[config.mk]
export PLATFORM = sky130hd
export DESIGN_NAME = plsr_top
export DESIGN_NICKNAME = d
export VERILOG_FILES = /design/src/plsr_pkg.sv /design/src/plsr_fifo_if.sv /design/src/plsr_fifo.sv /design/src/plsr_top.sv
export SDC_FILE = /design/constraint.sdc
export NUM_CORES = 1
export LEC_CHECK = 0
export ABC_AREA = 1
export BUFFER_PORTS_ARGS = -buffer_cell sky130_fd_sc_hd__buf_2
export CAP_MARGIN = 20
export CORE_UTILIZATION = 50
export DETAILED_ROUTE_END_ITERATION = 16
export PLACE_DENSITY = 0.66
export SLEW_MARGIN = 30
export SYNTH_ARGS = -nofsm -noshare
export SYNTH_HDL_FRONTEND = slang
export SYNTH_HIERARCHICAL = 1
export SYNTH_SLANG_ARGS = --single-unit
[constraint.sdc]
create_clock -name i_clk_sys -period 5.7 [get_ports i_clk_sys]
set_input_delay 0.57 -clock i_clk_sys [delete_from_list [all_inputs] [get_ports i_clk_sys]]
set_output_delay 0.57 -clock i_clk_sys [all_outputs]
set_load 0.005 [all_outputs]
[src/plsr_pkg.sv]
package plsr_pkg;
	localparam int          STAGES      = 8;
	localparam int          FIFO_DEPTH  = 32;
	localparam int          WORD_W      = STAGES + 2;
	localparam int          WORD_PAR_LSB = 0;
	localparam int          WORD_SER_BIT = STAGES;
	localparam int          WORD_SEL_BIT = STAGES + 1;
	localparam int          PIN_W       = STAGES + 4;
	localparam int          PIN_PAR_LSB = 0;
	localparam int          PIN_SER_BIT = STAGES;
	localparam int          PIN_SEL_BIT = STAGES + 1;
	localparam int          PIN_INH_BIT = STAGES + 2;
	localparam int          PIN_CLK_BIT = STAGES + 3;
	localparam logic [7:0]  STAGE_RESET = 8'h00;
endpackage

[src/plsr_fifo_if.sv]
`timescale 1ns/1ps
interface plsr_fifo_if #(
	parameter int WIDTH = 10
);
	logic             in_valid;
	logic             in_ready;
	logic [WIDTH-1:0] in_data;
	logic             out_valid;
	logic             out_ready;
	logic [WIDTH-1:0] out_data;
	logic             flush;

	modport fifo_side (
		input  in_valid,
		output in_ready,
		input  in_data,
		output out_valid,
		input  out_ready,
		output out_data,
		input  flush
	);
	modport user_side (
		output in_valid,
		input  in_ready,
		output in_data,
		input  out_valid,
		output out_ready,
		input  out_data,
		output flush
	);
endinterface

[src/plsr_fifo.sv]
`timescale 1ns/1ps
module plsr_fifo #(
	parameter int WIDTH = 10,
	parameter int DEPTH = 32
) (
	input wire logic    i_clk_sys,
	input wire logic    i_rst_n,
	plsr_fifo_if.fifo_side port
);
	localparam int AW = $clog2(DEPTH);

	logic [WIDTH-1:0] mem_q [DEPTH];
	logic [AW:0]      wr_q;
	logic [AW:0]      wr_d;
	logic [AW:0]      rd_q;
	logic [AW:0]      rd_d;
	logic             empty_q;
	logic             empty_d;
	logic             ready_q;
	logic             ready_d;
	logic             push;
	logic             pop;

	////////////////////////////////////////////////////////////////////////
	assign push          = port.in_valid & ready_q;
	assign pop           = port.out_ready & ~empty_q;
	assign port.in_ready  = ready_q;
	assign port.out_valid = ~empty_q;
	assign port.out_data  = mem_q[rd_q[AW-1:0]];

	always_comb begin
		wr_d = wr_q + {{AW{1'b0}}, push};
		rd_d = rd_q + {{AW{1'b0}}, pop};
		if (port.flush) begin
			wr_d = '0;
			rd_d = '0;
		end
		empty_d = (wr_d == rd_d);
		ready_d = ~((wr_d[AW] != rd_d[AW]) &&
			(wr_d[AW-1:0] == rd_d[AW-1:0]));
	end

	always_ff @(posedge i_clk_sys) begin
		if (!i_rst_n) begin
			wr_q    <= '0;
			rd_q    <= '0;
			empty_q <= 1'b1;
			ready_q <= 1'b1;
		end else begin
			wr_q    <= wr_d;
			rd_q    <= rd_d;
			empty_q <= empty_d;
			ready_q <= ready_d;
		end
	end

	// storage carries no reset; empty flag guards stale words
	always_ff @(posedge i_clk_sys) begin
		if (push) begin
			mem_q[wr_q[AW-1:0]] <= port.in_data;
		end
	end
endmodule

[src/plsr_top.sv]
`timescale 1ns/1ps
//
// Contract
// - shift select high: first stage takes serial in, others predecessor
// - shift select low: parallel inputs captured on next active edge only
// - parallel input one lands in first stage, eight in final stage
// - serial input ignored during a parallel load
// - stages update only on clock rise while inhibit is low
// - either clock or inhibit held high accepts no new edge; edges already queued still apply while i_hold is low
// - active-low clear forces all stages and serial output to zero
// - only the final stage is visible outside the block
module plsr_top #(
	parameter int STAGES = plsr_pkg::STAGES,
	parameter int DEPTH  = plsr_pkg::FIFO_DEPTH
) (
	input  wire logic              i_clk_sys,
	input  wire logic              i_rst_n,
	input  wire logic              i_clear_n,
	input  wire logic              i_shift_clk,
	input  wire logic              i_clock_inhibit,
	input  wire logic              i_shift_load_select,
	input  wire logic              i_serial_in,
	input  wire logic [STAGES-1:0] i_parallel_in,
	input  wire logic              i_hold,
	output logic                   o_serial_out,
	output logic                   o_event_ready
);
	localparam int PW = plsr_pkg::PIN_W;
	localparam int WW = plsr_pkg::WORD_W;
	// clock pin idles high; resetting its history low would fake an edge
	localparam logic [PW-1:0] PIN_IDLE = {1'b1, {(PW-1){1'b0}}};

	logic [PW-1:0]     pin_meta_q;
	logic [PW-1:0]     pin_meta_d;
	logic [PW-1:0]     pin_sync_q;
	logic [PW-1:0]     pin_sync_d;
	logic              clr_meta_q;
	logic              clr_meta_d;
	logic              clr_sync_q;
	logic              clr_sync_d;
	logic              clk_prev_q;
	logic              clk_prev_d;
	logic              clk_event;
	logic [STAGES-1:0] stage_q;
	logic [STAGES-1:0] stage_d;
	logic              apply;
	logic              sel_w;
	logic              ser_w;
	logic [STAGES-1:0] par_w;

	plsr_fifo_if #(.WIDTH(WW)) evq ();

	////////////////////////////////////////////////////////////////////////
	// every pin except i_hold and i_rst_n passes two flops before logic looks at it; the stage clear also takes i_clear_n directly
	always_comb begin
		pin_meta_d = {i_shift_clk, i_clock_inhibit, i_shift_load_select,
			i_serial_in, i_parallel_in};
		pin_sync_d = pin_meta_q;
		clr_meta_d = i_clear_n;
		clr_sync_d = clr_meta_q;
		clk_prev_d = pin_sync_q[plsr_pkg::PIN_CLK_BIT];
	end

	always_ff @(posedge i_clk_sys) begin
		if (!i_rst_n) begin
			pin_meta_q <= PIN_IDLE;
			pin_sync_q <= PIN_IDLE;
			clr_meta_q <= 1'b0;
			clr_sync_q <= 1'b0;
			clk_prev_q <= 1'b1;
		end else begin
			pin_meta_q <= pin_meta_d;
			pin_sync_q <= pin_sync_d;
			clr_meta_q <= clr_meta_d;
			clr_sync_q <= clr_sync_d;
			clk_prev_q <= clk_prev_d;
		end
	end

	////////////////////////////////////////////////////////////////////////
	// edge of the clock pin, qualified by a low inhibit, is the enable;
	// looking at the inhibit level only means a late inhibit fall while
	// the clock is high cannot make a spurious edge
	assign clk_event = pin_sync_q[plsr_pkg::PIN_CLK_BIT] & ~clk_prev_q &
		~pin_sync_q[plsr_pkg::PIN_INH_BIT] & clr_sync_q;

	// each accepted edge is queued with the control and data seen at it;
	// when the queue is full the edge is lost and o_event_ready shows it
	assign evq.in_valid = clk_event;
	assign evq.in_data  = {pin_sync_q[plsr_pkg::PIN_SEL_BIT],
		pin_sync_q[plsr_pkg::PIN_SER_BIT],
		pin_sync_q[plsr_pkg::PIN_PAR_LSB +: STAGES]};
	assign evq.flush     = ~clr_sync_q;
	assign evq.out_ready = ~i_hold & clr_sync_q;
	assign apply         = evq.out_valid & evq.out_ready;

	plsr_fifo #(
		.WIDTH(WW),
		.DEPTH(DEPTH)
	) u_fifo (
		.i_clk_sys (i_clk_sys),
		.i_rst_n   (i_rst_n),
		.port      (evq)
	);

	assign sel_w = evq.out_data[plsr_pkg::WORD_SEL_BIT];
	assign ser_w = evq.out_data[plsr_pkg::WORD_SER_BIT];
	assign par_w = evq.out_data[plsr_pkg::WORD_PAR_LSB +: STAGES];

	////////////////////////////////////////////////////////////////////////
	always_comb begin
		stage_d = stage_q;
		if (apply) begin
			if (sel_w) begin
				stage_d = {stage_q[STAGES-2:0], ser_w};
			end else begin
				stage_d = par_w;
			end
		end
	end

	// clear acts without the clock so it wins even with the clock stopped
	always_ff @(posedge i_clk_sys or negedge i_clear_n) begin
		if (!i_clear_n) begin
			stage_q <= plsr_pkg::STAGE_RESET[STAGES-1:0];
		end else if (!i_rst_n) begin
			stage_q <= plsr_pkg::STAGE_RESET[STAGES-1:0];
		end else begin
			stage_q <= stage_d;
		end
	end

	assign o_serial_out  = stage_q[STAGES-1];
	assign o_event_ready = evq.in_ready;
endmodule

==> results by group <==
Global routing
  • Largest net degree at the start of global routing: 107
  • First-pass GRT wire length: 53190 µm
  • Vias in the first global route: 9203
  • Gr usage total: 0.2288
  • Total grt overflow: 0
  • Initial antenna violation count: 0

Clock network
  • Clk Latency, worst-skew pair: 0.51 ns
  • Inserted Clock Buffers: 37
  • CTS tree: done
  • Worst-path clk slew: 0.06 ns
  • Max clock buf depth: 3
  • Setup bufs post-CTS: 0
  • H-Tree Depth: 2
  • Root buffer cell: clkbuf_16
  • Clock sink total: 369

Timing
  • RSZ-0062 raised after global routing: no
  • WHS: 0.2322 ns
  • Max Clock Skew: 0.01250 ns
  • Final Hold Vio Count: 0
  • Min Tclk post-route: 3.433 ns
  • Final-report max-slew violation count: 0
  • Setup violators final: 0
  • Rel. slew slack: 0.3232
  • Worst-margin pin slew: 1.011 ns
  • Fmax: 291.3 MHz
  • TNS Setup: 0 ns
  • Final period util: 0.6023

Cells and area
  • Commonest non-fill, non-tap cells in the layout: nand2_1 (466), edfxtp_1 (320), nand3_1 (241)
  • Antenna cells: 0
  • Non-Filler Instances: 1786
  • Post-route cell area: 0.01655 mm²
  • Multi-input logic area: 0.003779 mm²
  • Most common cell after layout, fill and taps aside: nand2_1
  • Register area: 0.01064 mm²
  • Syn-to-layout area delta: 10.32%
  • Share of layout cells above drive strength 1: 0.08309
  • Fillers: 2465
  • Nets: 1388

Floorplan
  • Die Area: 0.03070 mm²
  • Die Wd: 175.2 µm
  • I/O Pins: 18
  • Die height: 175.2 µm
  • Starting Density: 0.5076
  • Area of the core: 0.02956 mm²
  • Row count: 63

Worst setup path
  • Slowest stage cell, crit path: dfxtp_2
  • R2R setup slack: 2.27 ns
  • Crit-path cells: inv_2 > buf_4 > nand3_1 > nand2_1 > a21oi_1 > o31ai_1 > a21oi_1 > inv_2 > nand2_1 > nand2_1 > nand3_1 > nand2_1
  • Req. time, crit path: 6.10 ns
  • WP buf/inv: 3
  • Crit end category: flop
  • Data arrival, critical path: 3.84 ns
  • CP peak stage delay: 0.80 ns
  • Top delay family on crit path: buffers and inverters
  • Worst-path fanout max: 43
  • Startpoint types: flop
  • Crit path kind: flop to flop
  • Most common cell on crit path: nand2_1

Placed design
  • # placed instances: 1718
  • GPL Wtd Cong: 0.8988
  • IO Port Bufs: 17
  • Placed inst area: 0.01532 mm²
  • Post-DP HPWL: 19950 µm

Detailed routing
  • DR top layer: met4
  • DR vias: 9775
  • DRT Pass-1 Iters: 6
  • Drt wl/cell: 19.26 µm
  • DRC viols: 0
  • Metal2 WL: 15760 µm
  • Starting DRC count in detailed routing: 919
  • Met1 wire length: 15340 µm
  • Total Routed Length: 34390 µm
  • Met3 wire length: 2225 µm
  • Post-route ant nets: 0
  • Vias/cell: 5.473

Yosys
  • Synth Register Bits: 369
  • Synthesis warning total: 6
  • Area of the mapped netlist: 0.01500 mm²
  • Syn_area_per_cell: 10.96 µm²
  • Post-synthesis sequential area ratio: 0.7085
  • Syn_nets: 1389
  • Synth Instances: 1369
  • Synth unique cells: 24

Outcome
  • Outcome: completed

Power
  • Max IR drop VDD: 0.0002574 V
  • Leak pwr: 6.531 nW
  • Pwr dens: 323.7 mW/mm²
  • Pwr Total: 0.005357 W

Job
  • MaxCap Viol Count: 0

Worst hold path
  • Worst hold path class: primary input to flop
==> state kept, by name, summed over array words and instances, names as in the netlist <==
name and cells:
pin_sync_q 12, u_fifo/mem_q 320, pin_meta_q 12, stage_q 8
clk_prev_q 1, u_fifo/rd_q 6, clr_meta_q 1, u_fifo/wr_q 6
u_fifo/empty_q 1, u_fifo/port.in_ready 1, clr_sync_q 1
==> power by group <==
| group | total [W] | leakage [nW] | switching [W] | internal, W |
|---|---|---|---|---|
| sequential | 0.00294 | 3.90 | 0.00000661 | 0.00293 |
| combinational | 0.0000539 | 2.05 | 0.0000425 | 0.0000114 |
| clock | 0.00237 | 0.579 | 0.000982 | 0.00138 |
| total | 0.00536 | 6.53 | 0.00103 | 0.00433 |
==> stage by stage <==
stage / worst slack, ns / utilization
final: 2.267 / 0.5599
after global routing: 2.003 / 0.5599
after CTS: 2.319 / 0.5589
after detailed placement: 2.316 / 0.5182
after global placement: 2.350 / 0.5176
after floorplan: 3.774 / -
==> worst paths after layout <==
path                                  end      startpoint  depth (start not counted)
max                            stage_q[3]  u_fifo/rd_q[1]                         12
min                        pin_meta_q[11]     i_shift_clk                          3
max reg2reg                    stage_q[3]  u_fifo/rd_q[1]                         12
min reg2reg                 pin_sync_q[8]   pin_meta_q[8]                          2
max in group asynchronous      stage_q[6]       i_clear_n                          2
min in group asynchronous      stage_q[0]       i_clear_n                          2
==> tightest hold or removal path, cell delays in order <==
cell and delay, ns:
buf_2 0.07, inv_1 0.03, nand2_1 0.04
==> layer usage <==
layer	track usage	vias up
met5	0	-
met3	0.03024	62
met1	0.3367	4692
met4	0.07935	0
li1	-	4680
met2	0.3510	341
==> cell type report <==
class	instances	area share
Clock buffer	43	0.05987
Clock inverter	24	0.01210
Inverter	61	0.01414
Multi-Input combinational cell	864	0.2283
Sequential cell	369	0.6427
Tap cell	390	0.02948
Timing Repair Buffer	35	0.01346
==> cell usage after synthesis, drive strengths merged <==
cell	count	area, µm²
nand2	467	1755
edfxtp	320	9609
nand3	241	1206
nor2	70	281.5
a21oi	63	315.3
inv	61	231.5
buf	56	336.6
dfxtp	41	820.8
clkbuf	19	71.32
o31ai	10	75.07
dfrtp	8	200.2
ha	4	50.05
nor3	4	20.02
nand4	2	12.51
o21ai	2	10.01
o21bai	1	7.510
==> cell families after synthesis <==
| kind of cell | Yosys count | synth area share |
|---|---|---|
| buffers and inverters | 136 | 0.04262 |
| adder cells (fa/ha/maj) | 4 | 0.003336 |
| flip-flops | 369 | 0.7085 |
| AO/OA/AOI/OAI | 76 | 0.02719 |
| AND/OR/NAND/NOR | 784 | 0.2183 |
==> repair_timing <==
| item | in CTS | in global routing |
|---|---|---|
| endpoints found under the hold margin | 8 | 0 |
| hold buffers | 1 | 0 |
| resized for setup | 0 | 0 |
(Power assumes the default switching activity.)
